==> src/common/cbu_pkg.sv <==
// package of the conditional branch unit: status bit positions, branch codes, reset values
// assumes a status byte laid out with one flag per bit as named below
package cbu_pkg;

    // status register bit positions
    localparam int FLAG_C_POS = 0;
    localparam int FLAG_Z_POS = 1;
    localparam int FLAG_N_POS = 2;
    localparam int FLAG_V_POS = 3;
    localparam int FLAG_S_POS = 4;
    localparam int FLAG_H_POS = 5;
    localparam int FLAG_T_POS = 6;
    localparam int FLAG_I_POS = 7;
    localparam int FLAG_W     = 8;

    // default widths
    localparam int PC_W_DEF  = 16;
    localparam int OFF_W_DEF = 7;

    // reset values
    localparam logic [15:0] PC_RESET_VAL = 16'h0000;
    localparam logic [7:0]  FLAG_RESET_VAL = 8'h00;

    // cycles spent by each branch outcome
    localparam int CYC_NOT_TAKEN = 1;
    localparam int CYC_TAKEN     = 2;

    // decoded instruction classes seen by the unit
    typedef enum logic [3:0] {
        OP_SEQUENTIAL,
        OP_BRANCH_EQUAL,
        OP_BRANCH_NOT_EQUAL,
        OP_BRANCH_CARRY_SET,
        OP_BRANCH_CARRY_CLEAR,
        OP_BRANCH_SAME_OR_HIGHER,
        OP_BRANCH_LOWER,
        OP_BRANCH_MINUS,
        OP_BRANCH_PLUS,
        OP_BRANCH_SIGNED_GE,
        OP_BRANCH_SIGNED_LT,
        OP_BRANCH_HALF_CARRY_SET,
        OP_BRANCH_HALF_CARRY_CLEAR,
        OP_BRANCH_TRANSFER_SET,
        OP_BRANCH_TRANSFER_CLEAR
    } cbu_op_e;

    typedef enum logic {
        ST_ISSUE,
        ST_REFILL
    } cbu_state_e;

endpackage

==> src/hdl/cbu_cond_eval.sv <==
// condition evaluator: decides whether a decoded branch is taken
// assumes op and flags are stable in the cycle they are sampled; purely combinational
module cbu_cond_eval (
    input  wire cbu_pkg::cbu_op_e op,
    input  wire logic [cbu_pkg::FLAG_W-1:0] flags,
    output logic                 take
);
    logic c;
    logic z;
    logic n;
    logic v;
    logic h;
    logic t;

    assign c = flags[cbu_pkg::FLAG_C_POS];
    assign z = flags[cbu_pkg::FLAG_Z_POS];
    assign n = flags[cbu_pkg::FLAG_N_POS];
    assign v = flags[cbu_pkg::FLAG_V_POS];
    assign h = flags[cbu_pkg::FLAG_H_POS];
    assign t = flags[cbu_pkg::FLAG_T_POS];

    always_comb begin
        case (op)
            cbu_pkg::OP_BRANCH_EQUAL:            take = z;
            cbu_pkg::OP_BRANCH_NOT_EQUAL:        take = ~z;
            cbu_pkg::OP_BRANCH_CARRY_SET:        take = c;
            cbu_pkg::OP_BRANCH_LOWER:            take = c;
            cbu_pkg::OP_BRANCH_CARRY_CLEAR:      take = ~c;
            cbu_pkg::OP_BRANCH_SAME_OR_HIGHER:   take = ~c;
            cbu_pkg::OP_BRANCH_MINUS:            take = n;
            cbu_pkg::OP_BRANCH_PLUS:             take = ~n;
            cbu_pkg::OP_BRANCH_SIGNED_GE:        take = ~(n ^ v);
            cbu_pkg::OP_BRANCH_SIGNED_LT:        take = n ^ v;
            cbu_pkg::OP_BRANCH_HALF_CARRY_SET:   take = h;
            cbu_pkg::OP_BRANCH_HALF_CARRY_CLEAR: take = ~h;
            cbu_pkg::OP_BRANCH_TRANSFER_SET:     take = t;
            cbu_pkg::OP_BRANCH_TRANSFER_CLEAR:   take = ~t;
            default:                             take = 1'b0;
        endcase
    end

endmodule // cbu_cond_eval

==> src/hdl/cbu_branch_unit.sv <==
// branch resolution unit: holds the program counter and resolves relative conditional branches
// assumes one decoded instruction offered per cycle with instValid, held until instReady accepts
// What this block does
// - taken branch loads program counter with current value plus signed offset plus one
// - not-equal branch taken only while zero flag is clear
// - carry-set and lower branches taken only while carry flag is one
// - carry-clear and same-or-higher branches taken only while carry flag is zero
// - minus branch taken on negative one, plus branch on negative zero
// - signed greater-or-equal taken when negative xor overflow is zero
// - signed less-than taken when negative xor overflow is one
// - half-carry set and cleared branches follow the half carry flag
// - transfer set and cleared branches follow the user transfer flag
module cbu_branch_unit #(
    parameter int PC_W  = cbu_pkg::PC_W_DEF,
    parameter int OFF_W = cbu_pkg::OFF_W_DEF
) (
    input  wire logic                       clk,
    input  wire logic                       sys_rst,
    input  wire logic                       instValid,
    input  wire cbu_pkg::cbu_op_e           instOp,
    input  wire logic [OFF_W-1:0]           branchOffset,
    input  wire logic [cbu_pkg::FLAG_W-1:0] statusIn,
    output logic                            instReady,
    output logic [PC_W-1:0]                 progCounter,
    output logic                            branchTaken,
    output logic [cbu_pkg::FLAG_W-1:0]      statusOut
);

    // offset must keep at least one magnitude bit beside its sign
    if (OFF_W < 2) begin : g_bad_off_w
        $error("cbu_branch_unit: OFF_W below 2");
    end

    // the widest backward jump must still fit the counter range
    if (PC_W <= OFF_W) begin : g_bad_pc_vs_off
        $error("cbu_branch_unit: PC_W must exceed OFF_W");
    end

    // the reset constant holds 16 bits; a wider counter would start partly unknown
    if (PC_W > 16) begin : g_bad_pc_w
        $error("cbu_branch_unit: PC_W above 16");
    end

    // a narrow counter must still hold the reset address without losing bits
    if ((cbu_pkg::PC_RESET_VAL >> PC_W) != 16'h0000) begin : g_bad_pc_reset
        $error("cbu_branch_unit: reset address does not fit PC_W");
    end

    // the issue state finishes every instruction in a single cycle
    if (cbu_pkg::CYC_NOT_TAKEN != 1) begin : g_bad_seq_cycles
        $error("cbu_branch_unit: not-taken cost must be one cycle");
    end

    // the refill state needs at least one cycle to count
    if (cbu_pkg::CYC_TAKEN <= cbu_pkg::CYC_NOT_TAKEN) begin : g_bad_jump_cycles
        $error("cbu_branch_unit: taken cost must exceed not-taken cost");
    end

    localparam logic [PC_W-1:0] PC_STEP   = PC_W'(1);
    localparam int              SIGN_BIT  = OFF_W - 1;

    // refill length follows the package cycle counts; one cycle by default
    localparam int              STALL_CYC = cbu_pkg::CYC_TAKEN - cbu_pkg::CYC_NOT_TAKEN;
    localparam int              STALL_W   = (STALL_CYC > 1) ? $clog2(STALL_CYC) : 1;

    // all state lives in one word; its next value is built in one place below
    typedef struct packed {
        cbu_pkg::cbu_state_e        state;
        logic [PC_W-1:0]            pc;
        logic                       ready;
        logic                       taken;
        logic [STALL_W-1:0]         stall;
        logic [cbu_pkg::FLAG_W-1:0] flags;
    } cbu_regs_s;

    // the value the whole state word takes while sys_rst is high
    localparam cbu_regs_s REGS_RESET = '{
        state: cbu_pkg::ST_ISSUE,
        pc:    cbu_pkg::PC_RESET_VAL[PC_W-1:0],
        ready: 1'b1,
        taken: 1'b0,
        stall: '0,
        flags: cbu_pkg::FLAG_RESET_VAL
    };

    // regs_r is the only clocked state; regs_nxt is its combinational next value
    cbu_regs_s regs_r;
    cbu_regs_s regs_nxt;

    logic            condTrue;
    logic            accept;
    logic            isBranch;
    logic            takeNow;
    logic            stepNow;

    logic [PC_W-1:0] offsetExt;
    logic [PC_W-1:0] pcSeq;
    logic [PC_W-1:0] pcJump;
    logic [PC_W-1:0] pcNext;

    // conditions are decoded apart, so this file only sequences the counter
    cbu_cond_eval u_cond (
        .op    (instOp),
        .flags (statusIn),
        .take  (condTrue)
    );

    // an offer made while the refill cycle runs is not accepted and must be held
    assign accept = instValid & regs_r.ready;

    // sign extension: low bits copy the offset, every higher bit repeats its sign
    for (genvar gi = 0; gi < PC_W; gi++) begin : g_ext
        if (gi < OFF_W) begin : g_low
            assign offsetExt[gi] = branchOffset[gi];
        end else begin : g_high
            assign offsetExt[gi] = branchOffset[SIGN_BIT];
        end
    end

    // only a real branch may redirect; a sequential op always steps by one
    always_comb begin
        case (instOp)
            // zero flag
            cbu_pkg::OP_BRANCH_EQUAL:            isBranch = 1'b1;
            cbu_pkg::OP_BRANCH_NOT_EQUAL:        isBranch = 1'b1;
            // carry flag
            cbu_pkg::OP_BRANCH_CARRY_SET:        isBranch = 1'b1;
            cbu_pkg::OP_BRANCH_CARRY_CLEAR:      isBranch = 1'b1;
            cbu_pkg::OP_BRANCH_SAME_OR_HIGHER:   isBranch = 1'b1;
            cbu_pkg::OP_BRANCH_LOWER:            isBranch = 1'b1;
            // negative flag
            cbu_pkg::OP_BRANCH_MINUS:            isBranch = 1'b1;
            cbu_pkg::OP_BRANCH_PLUS:             isBranch = 1'b1;
            // negative and overflow together
            cbu_pkg::OP_BRANCH_SIGNED_GE:        isBranch = 1'b1;
            cbu_pkg::OP_BRANCH_SIGNED_LT:        isBranch = 1'b1;
            // half carry flag
            cbu_pkg::OP_BRANCH_HALF_CARRY_SET:   isBranch = 1'b1;
            cbu_pkg::OP_BRANCH_HALF_CARRY_CLEAR: isBranch = 1'b1;
            // user transfer bit
            cbu_pkg::OP_BRANCH_TRANSFER_SET:     isBranch = 1'b1;
            cbu_pkg::OP_BRANCH_TRANSFER_CLEAR:   isBranch = 1'b1;
            default:                             isBranch = 1'b0;
        endcase
    end

    // a branch is taken only when it is accepted and its condition holds
    assign takeNow = accept & isBranch & condTrue;
    assign stepNow = accept & ~takeNow;

    // both targets wrap modulo the counter width
    assign pcSeq  = regs_r.pc + PC_STEP;
    assign pcJump = regs_r.pc + offsetExt + PC_STEP;

    // target chosen ahead of the state logic so both adders stay shared
    always_comb begin
        if (takeNow) begin
            pcNext = pcJump;
        end else if (stepNow) begin
            pcNext = pcSeq;
        end else begin
            // idle, or an offer refused during refill: the counter holds
            pcNext = regs_r.pc;
        end
    end

    always_comb begin
        // defaults: hold state, ready and stall, drop the one-cycle taken pulse
        regs_nxt.state = regs_r.state;
        regs_nxt.pc    = pcNext;
        regs_nxt.ready = regs_r.ready;
        regs_nxt.taken = 1'b0;
        regs_nxt.stall = regs_r.stall;
        // flags pass through untouched; this unit never writes a status bit
        regs_nxt.flags = statusIn;

        case (regs_r.state)
            cbu_pkg::ST_ISSUE: begin
                if (takeNow) begin
                    regs_nxt.taken = 1'b1;
                    // the refill state makes a taken branch cost two cycles
                    regs_nxt.state = cbu_pkg::ST_REFILL;
                    regs_nxt.ready = 1'b0;
                    regs_nxt.stall = STALL_W'(STALL_CYC - 1);
                end
            end

            cbu_pkg::ST_REFILL: begin
                // the fetch slot is spent refilling; pc holds and any offer is refused
                if (regs_r.stall == '0) begin
                    regs_nxt.state = cbu_pkg::ST_ISSUE;
                    regs_nxt.ready = 1'b1;
                end else begin
                    // longer refill settings count down here
                    regs_nxt.stall = regs_r.stall - STALL_W'(1);
                end
            end

            default: begin
                regs_nxt.state = cbu_pkg::ST_ISSUE;
                regs_nxt.ready = 1'b1;
            end
        endcase
    end

    // synchronous reset: the whole state word loads its reset value at one edge
    always_ff @(posedge clk) begin
        if (sys_rst) begin
            regs_r <= REGS_RESET;
        end else begin
            regs_r <= regs_nxt;
        end
    end

    // every output is a field of the state register, so none has a combinational path
    assign instReady   = regs_r.ready;
    assign progCounter = regs_r.pc;
    assign branchTaken = regs_r.taken;
    assign statusOut   = regs_r.flags;

endmodule // cbu_branch_unit

==> config.mk <==
export PLATFORM = sky130hd
export DESIGN_NAME = cbu_branch_unit
export DESIGN_NICKNAME = d
export VERILOG_FILES = /design/src/common/cbu_pkg.sv /design/src/hdl/cbu_cond_eval.sv /design/src/hdl/cbu_branch_unit.sv
export SDC_FILE = /design/constraint.sdc
export NUM_CORES = 1
export LEC_CHECK = 0
export BUFFER_PORTS_ARGS = -buffer_cell sky130_fd_sc_hd__buf_4
export CORE_AREA = 2 2 56 84
export CTS_CLUSTER_SIZE = 20
export DETAILED_ROUTE_END_ITERATION = 10
export DIE_AREA = 0 0 58 86
export PLACE_DENSITY = 0.75
export SETUP_SLACK_MARGIN = 0.3
export SLEW_MARGIN = 20
export SYNTH_ARGS = -nofsm -noshare
export SYNTH_HDL_FRONTEND = slang
export SYNTH_SLANG_ARGS = --single-unit
==> constraint.sdc <==
create_clock -name clk -period 3.2 [get_ports clk]
set_clock_uncertainty 0.2 [all_clocks]
set_input_delay 0.96 -clock clk [delete_from_list [all_inputs] [get_ports clk]]
set_output_delay 0.96 -clock clk [all_outputs]
set_load 0.01 [all_outputs]
# Yosys cells after proc, flatten, opt, wreduce, memory -nomap -nowiden
# Memory sizes are Yosys's and may differ from the RTL's.
# Index checks and enable logic that the tools add are counted.
# op_classes
n_eq_ne,16
bitwise_logic,13
mux,11
add_sub_neg,4
reduce_logical,5
# ops
cell,n
adder 16 x 1 -> 16 bit (second input constant),2
2-to-1 mux 16 bit,2
== test 4 bit (second input constant),7
adder 16 bit,1
== test 4 x 3 -> 1 bit (second input constant),4
case mux 1 bit (12 select lines),1
== test 4 x 2 -> 1 bit (second input constant),2
NOT 1 bit,8
case mux 1 bit (2 select lines),3
OR reduction 2 bit,3
bitwise AND 1 bit,4
== test 4 x 1 -> 1 bit (second input constant),1
2-to-1 mux 1 bit,4
!= test 2 bit (second input constant),2
2-to-1 mux 3 bit,1
AND reduction 2 bit,1
nonzero test 2 bit,1
subtractor 1 bit (second input constant),1
bitwise XOR 1 bit,1
# totals
input_bits,22
mem_bits_ro,16
output_inout_bits,26
mem_count,1
wordCells,56
register_bits,28
# mem_list
name,depth,width,read_ports,rd_ports_with_merged_regs,wr,line_no,source
(no name shown),16,1,1,0,0,cbu_branch_unit.sv:122,case (instOp)

# Depth between registers and ports, before layout
# Gate-level depths: netlist of run 1.
# logic_depth
ltp_word,8
depth_mapped,11
depth_no_buf,11

# By module
# Synthesis of run 1 repeated with hierarchy kept, for this count alone.
# hier_totals
hier_cells,282
area_unflattened_um2,2184.6
# by_module_without_submodules
module,cells_per_inst,seq_area_each_um2,area_each_um2,instances
cbu_branch_unit,254,520.5,2009.4,1
cbu_cond_eval,28,0.0,175.2,1

# Worst setup path before layout of run 1
# OpenSTA, ideal clock, no wires.
# synth_timing
path_kind,input port to flip-flop
startpoint,input port branchOffset[0]
endpoint,"register regs_r, in the netlist progCounter[14]"
n_path_buf,0
setup_ns,0.132
t_arrival_ns,2.859
required_time_ns,2.868
slack_ns,0.008
stages,11
cell_sequence,inv_1 > ha_1 > inv_1 > fa_1 > a21o_1 > a221oi_2 > o211ai_1 > and4_1 > or3_1 > nand3_1 > a21oi_1
# synth_between
elab_chain_len,3
# synth_lines
item,line_no,source
"start, declared",cbu_branch_unit.sv:21,"input wire logic [OFF_W-1:0] branchOffset,"
adder 16 bit,cbu_branch_unit.sv:153,assign pcJump = regs_r.pc + offsetExt + PC_STEP;
adder 16 x 1 -> 16 bit,cbu_branch_unit.sv:153,
2-to-1 mux 16 bit,cbu_branch_unit.sv:157,if (takeNow) begin
"end signal, assigned",cbu_branch_unit.sv:211,regs_r <= regs_nxt;
"end, declared",cbu_branch_unit.sv:87,cbu_regs_s regs_r;
# No other way between the ends.
# A chain may end at the register's enable or synchronous reset.

# Worst setup path after layout of run 1
# Ends and elaborated chain as after synthesis.

==> metrics.md, run 1 <==
| Metric | Value |
|---|---|
| Total CTS buffers | 3 |
| Congestion Overflow GR | 0 |
| Initial antenna violation count | 0 |
| Clock slew at reported path FFs | 0.10 ns |
| Max-cap viol count | 0 |
| Routed Antenna Nets | 0 |
| First-pass GRT wire length | 8.369 mm |
| Pre-antenna DRT Iters | 6 |
| Via count | 2,017 |
| Num Clock Sinks | 26 |
| Setup WS pre-CTS | -0.03655 ns |
| PwrDens | 432.0 nW/µm² |
| Dpl hpwl | 3.900 mm |
| DRC viols | 0 |
| Area delta synth->final | 25.34% |
| Final wirelength | 5.120 mm |
| Final min period | 2.904 ns |
| Area of the mapped netlist | 2029 µm² |
| Crit share post-route | 90.75% |
| Final Hold Fails | 0 |
| Critical path data arrival time | 2.87 ns |
| Seq/Total Area, Yosys | 25.65% |
| Max FO, Critical Path | 2 |
| # IOs | 48 |
| Vias in the first global route | 1,936 |
| WS Path Type | input port to register |
| Status | finished, final reports clean |
| I/O Buffers | 47 |
| Root buffer cell | clkbuf_8 |
| Syn Area/Cell | 8.118 µm² |
| Peak VDD IR | 0.2513 mV |
| Initial Util | 48.22% |
| WP data required | 3.17 ns |
| Min Hold Slack | 0.2581 ns |
| DR vias/cell | 5.846 |
| CP Launch Type | input port |
| CTS tree | done |
| Post-CTS Hold Buffers | 0 |
| Pleak | 1.105 nW |
| Post-synth cell types | 55 |
| Area of the die | 4988 µm² |
| Flops & latches, synth | 26 |
| Total track usage | 20.99% |
| DRT iter0 DRCs | 68 |
| Tightest Hold Check Type | register to register |
| Post-synth EDFFs | 0 |
| Net count after synthesis | 289 |
| Clock Path Buffers | 2 |
| Antenna diodes | 0 |
| Largest net degree at the start of global routing | 27 |
| Die width | 58 µm |
| Yosys warns | 0 |
| Worst Setup End Kind | register |
| RePlAce Congestion | 0.8548 |
| DR WL/cell | 14.84 µm |
| Max-slew violations | 0 |
| Least-Margin Pin Slew | 0.4047 ns |
| Htree depth | 1 |
| Synth Instances | 250 |
| Async set-reset flop share out of synthesis | 0% |
| Layout Nets | 339 |
| PnR worst setup slack | 0.2959 ns |
| Die H | 86 µm |
| Floorplan row count | 29 |
| Share of post-route cells with drive strength above 1 | 25.42% |
| # fillers | 410 |
| Achievable Freq | 344.3 MHz |
| Slew margin rel. | 72.81% |
| Clock latency on the worst-skew pair | 0.28 ns |
| Final setup violation count | 0 |
| Top_reg_cell synth | dfxtp_1 |
| Area of the core | 4209 µm² |
| RSZ-0062 raised after global routing | true |
-- where the power goes --
part	total (mW)	leakage, nW	internal, mW	switching, mW
Sequential	0.393	0.214	0.353	0.0402
Combinational	0.422	0.855	0.210	0.212
Clock	0.284	0.0357	0.168	0.116
Total	1.10	1.11	0.730	0.369
-- area by class of cell --
class / instances / area (µm²) / share of cell area, %
Tap cell: 46 / 57.56 / 2.263
Inverter: 8 / 42.54 / 1.672
Timing Repair Buffer: 55 / 420.4 / 16.53
Multi-Input combinational cell: 206 / 1431 / 56.27
Clock buffer: 3 / 41.29 / 1.623
Sequential cell: 26 / 520.5 / 20.46
Clock inverter: 1 / 30.03 / 1.181
-- path summary, 6_finish.rpt --
kind	from	end	slack [ns]	cells past startpoint
setup / recovery	branchOffset[0]	progCounter[14]	0.30	12
hold / removal	regs_r[27]	regs_r[27]	0.26	1
setup reg to reg	progCounter[0]	progCounter[14]	0.63	11
hold reg to reg	regs_r[27]	regs_r[27]	0.26	1
-- per-stage QoR --
stage                       TNS, ns  util (%)  instances  power [mW]  area [µm²]
after floorplan                   0         -        250      0.6807        2057
after global placement    -0.002171     58.23        340      0.8070        2451
after detailed placement   -0.07481     58.23        340      0.8143        2451
after CTS                         0     60.02        344       1.098        2526
after global routing              0     60.43        345       1.160        2544
final                             0     60.43        345       1.099        2544
-- flip-flops by register name, indices dropped and copies added (netlist names) --
signal / cells
regs_r: 1
progCounter: 16
instReady: 1
statusOut: 8
-- cell usage after synthesis, drive strengths merged, types with 2 or more instances --
library cell / number / share of area, %
o21ai: 11 / 2.7
inv: 8 / 1.5
nand2b: 5 / 1.5
and2: 3 / 1.0
o211ai: 2 / 0.74
ha: 16 / 9.9
a21o: 5 / 1.8
or3: 4 / 1.2
nand2: 20 / 3.8
dfxtp: 26 / 26
and3: 2 / 0.62
nor3: 9 / 2.2
mux2: 2 / 1.1
a221o: 2 / 0.99
o22ai: 2 / 0.62
nor2b: 11 / 3.4
nor2: 24 / 4.4
buf: 7 / 2.8
a311oi: 2 / 1.2
mux2i: 3 / 1.5
a211oi: 10 / 3.9
nand3: 10 / 2.5
a22oi: 2 / 0.74
xnor2: 12 / 5.2
a21oi: 17 / 4.2
clkbuf: 3 / 0.55
xor2: 6 / 2.6
a221oi: 3 / 1.9
nand4: 4 / 1.2
a31o: 2 / 0.86
-- kinds of logic (layout without fill, tap and decap cells) --
family                   count (synthesis)  count (layout)  share of synthesized area (%)
adder cells (fa/ha/maj)                 17              17                          10.85
flip-flops                              26              26                          25.65
multiplexers                             5               5                          2.589
AND/OR/NAND/NOR                         98              98                          24.35
buffers and inverters                   18              67                          4.870
XOR/XNOR                                18              18                          7.768
AO/OA/AOI/OAI                           68              68                          23.92
-- placed cells by master, fill, tap and decap left out, types with 2 or more instances in the layout --
cell / count
a22oi_1: 2
a221o_1: 2
a221oi_2: 2
buf_4: 54
xnor2_1: 12
nand2_1: 19
a211oi_1: 8
mux2i_1: 3
a211oi_2: 2
ha_1: 15
a21o_1: 5
nor2b_1: 11
o21ai_0: 11
or3_1: 4
nand4_1: 4
and2_1: 2
a21oi_1: 17
o22ai_1: 2
o211ai_1: 2
nand3_1: 10
inv_1: 6
dfxtp_1: 26
clkbuf_8: 3
nor3_1: 9
nor2_1: 24
a31o_2: 2
and3_1: 2
nand2b_1: 5
mux2_2: 2
xor2_1: 6
-- layer usage --
layer  GRT usage (%)  wire (µm)
met1           23.92       2072
met2           37.71       2739
met3           2.866        205
met4           9.514        102
met5               0          0
-- critical path: stages --
cell and delay [ns]:
buf_8 0.11, inv_12 0.04, ha_4 0.12, inv_2 0.03, fa_2 0.33, a21o_1 0.19, a221oi_2 0.28, o211ai_1 0.15
and4_1 0.19, or3_1 0.30, nand3_1 0.09, a21oi_1 0.06
-- what timing repair did --
item / 4_1_cts / 5_1_grt
hold endpoints to repair: 0 / 0
setup endpoints to repair: 3 / 15
gates resized for setup: 1 / 3
buffers inserted: 0 / 1
gates cloned: 0 / 0
pin swaps: 4 / 7
(Power assumes the default switching activity.)
==> run 2: changes to the inputs <==
CELL_PAD_IN_SITES_DETAIL_PLACEMENT = 1   (was default)
CELL_PAD_IN_SITES_GLOBAL_PLACEMENT = 2   (was default)
CORE_AREA = 2 2 73 110   (was 2 2 56 84)
DIE_AREA = 0 0 75 112   (was 0 0 58 86)
PLACE_DENSITY = default   (was 0.75)
PLACE_DENSITY_LB_ADDON = 0.1   (was default)
SKIP_CTS_REPAIR_TIMING = 1   (was default)
==> metrics.md, run 2 (synthesis results as in run 1) <==
| Metric | Value |
|---|---|
| CTS tree | done |
| Clock latency on the worst-skew pair | 0.27 ns (about the same) |
| # fillers | 916 (+120%) |
| Dpl hpwl | 4.885 mm (+25%) |
| Pre-antenna DRT Iters | 4 (-2) |
| Least-Margin Pin Slew | 0.4134 ns (+0.008688 ns) |
| Clock slew at reported path FFs | 0.07 ns (-0.03 ns) |
| DRC viols | 0 (unchanged) |
| Die H | 112 µm (+30%) |
| Crit share post-route | 94.09% (+3.3 points) |
| Global-route layer with the greatest usage | met2 |
| Max-cap viol count | 0 (unchanged) |
| Final min period | 3.011 ns (+0.1069 ns) |
| WP data required | 3.15 ns (-0.02 ns) |
| Num Clock Sinks | 26 (unchanged) |
| Most frequent cells in the layout | 58 x buf_4, 26 x dfxtp_1, 24 x nor2_1, 19 x nand2_1, 16 x a21oi_1 |
| Final setup violation count | 0 (unchanged) |
| Tightest Hold Check Type | register to register |
| CP Launch Type | input port |
| PwrDens | 450.6 nW/µm² (+4.3%) |
| Final Hold Fails | 0 (unchanged) |
| Peak VDD IR | 0.1990 mV (-21%) |
| Status | finished, final reports clean |
| I/O Buffers | 47 (unchanged) |
| Critical path data arrival time | 2.96 ns (+0.09 ns) |
| Die width | 75 µm (+29%) |
| Max-slew violations | 0 (unchanged) |
| Routed Antenna Nets | 0 (unchanged) |
| DRT iter0 DRCs | 46 (-32%) |
| DR vias/cell | 5.032 (-14%) |
| Clock Path Buffers | 2 (unchanged) |
| Congestion Overflow GR | 0 (unchanged) |
| Most common cell after layout, fill and taps aside | buf_4 |
| RSZ-0062 raised after global routing | true |
| Largest net degree at the start of global routing | 27 (unchanged) |
| Power, Total | 1.218 mW (+11%) |
| RePlAce Congestion | 0.7552 (-12%) |
| Total CTS buffers | 3 (unchanged) |
| Share of post-route cells with drive strength above 1 | 28.05% (+2.6 points) |
| Initial Util | 27.18% (-21 points) |
| Slew margin rel. | 72.23% (-0.58 points) |
| Worst Setup End Kind | register |
| Worst reg-to-reg setup slack | 0.54 ns (-0.09 ns) |
| Achievable Freq | 332.1 MHz (-3.5%) |
| # IOs | 48 (unchanged) |
| Vias in the first global route | 2,048 (+5.8%) |
| Antenna diodes | 0 (unchanged) |
| Final core occ | 36.22% (-24 points) |
| Max FFs per register | 16 (unchanged) |
| Sequential Area | 520.5 µm² (unchanged) |
| First-pass GRT wire length | 9.956 mm (+19%) |
| GRT met3 Usage | 1.810% (-1.1 points) |
| GR Util met1 | 17.91% (-6.0 points) |
| Pleak | 1.143 nW (+3.4%) |
| Multi-input gate area | 1458 µm² (+1.8%) |
| Area delta synth->final | 33.23% |
| Floorplan row count | 39 (+34%) |
| Layout Nets | 343 (+1.2%) |
| Max FO, Critical Path | 2 (unchanged) |
| Initial antenna violation count | 0 (unchanged) |
| Htree depth | 1 (unchanged) |
| Root buffer cell | clkbuf_16 |
| DR WL/cell | 15.44 µm (+4.1%) |
| Final wirelength | 6.254 mm (+22%) |
| Met2 Resource Use GR | 28.30% (-9.4 points) |
| Total track usage | 15.33% (-5.7 points) |
| Area of the core | 7466 µm² (+77%) |
| Via count | 2,038 (+1.0%) |
| Area of the die | 8400 µm² (+68%) |
| WS Path Type | input port to register |
==> run 2: changes by cell type in the layout (fill, tap and decap cells not counted), sizes merged <==
cell  before  now
buf       55   59
==> run 2: cell type report <==
type,count,share of cell area (%)
Clock inverter,1,1.111
Timing Repair Buffer,59,16.66
Inverter,8,1.573
Multi-Input combinational cell,206,53.91
Tap cell,102,4.720
Sequential cell,26,19.25
Clock buffer,3,2.776
==> run 2: path summary, 6_finish.rpt <==
check,to,start,depth (start not counted)
worst min register to register,regs_r[27],regs_r[27],1
worst max-delay path,progCounter[14],branchOffset[0],12
worst min-delay path,regs_r[27],regs_r[27],1
worst max register to register,progCounter[14],progCounter[0],11
==> run 2: worst max-delay path, cell delays in order <==
cell,delay [ns]
buf_8,0.11
inv_12,0.04
ha_4,0.12
inv_2,0.03
fa_2,0.34
a21o_1,0.22
a221oi_2,0.27
o211ai_1,0.16
and4_1,0.22
or3_4,0.37
nand3_2,0.07
a21oi_2,0.05
==> run 2: stage by stage <==
| stage | setup TNS [ns] | hold slack, ns | instance area, µm² | cells | setup slack (ns) |
|---|---|---|---|---|---|
| 2_1_floorplan | 0 | 0.2895 | 2057 | 250 | 0.1448 |
| 3_3_place_gp | -0.1749 | 0.2548 | 2559 | 401 | -0.08280 |
| 3_5_place_dp | -0.2418 | 0.2618 | 2559 | 401 | -0.09982 |
| 4_1_cts | 0 | 0.2767 | 2664 | 405 | 0.1770 |
| 5_1_grt | 0 | 0.3087 | 2704 | 405 | 0.1180 |
| 6_report | 0 | 0.2700 | 2704 | 405 | 0.1890 |
==> run 2: power by group <==
group          switching (mW)  total [mW]  internal, mW
combinational           0.224       0.445         0.221
sequential             0.0418       0.395         0.353
clock                   0.129       0.379         0.249
total                   0.395        1.22         0.823
==> run 2: routing by layer <==
| metal | share of wire [%] | wire, µm | vias up |
|---|---|---|---|
| met3 | 2.6 | 160 | 5 |
| met4 | 1.1 | 68 | 0 |
| met2 | 54 | 3400 | 27 |
| met5 | 0 | 0 | - |
| li1 | - | - | 1022 |
| met1 | 42 | 2624 | 984 |
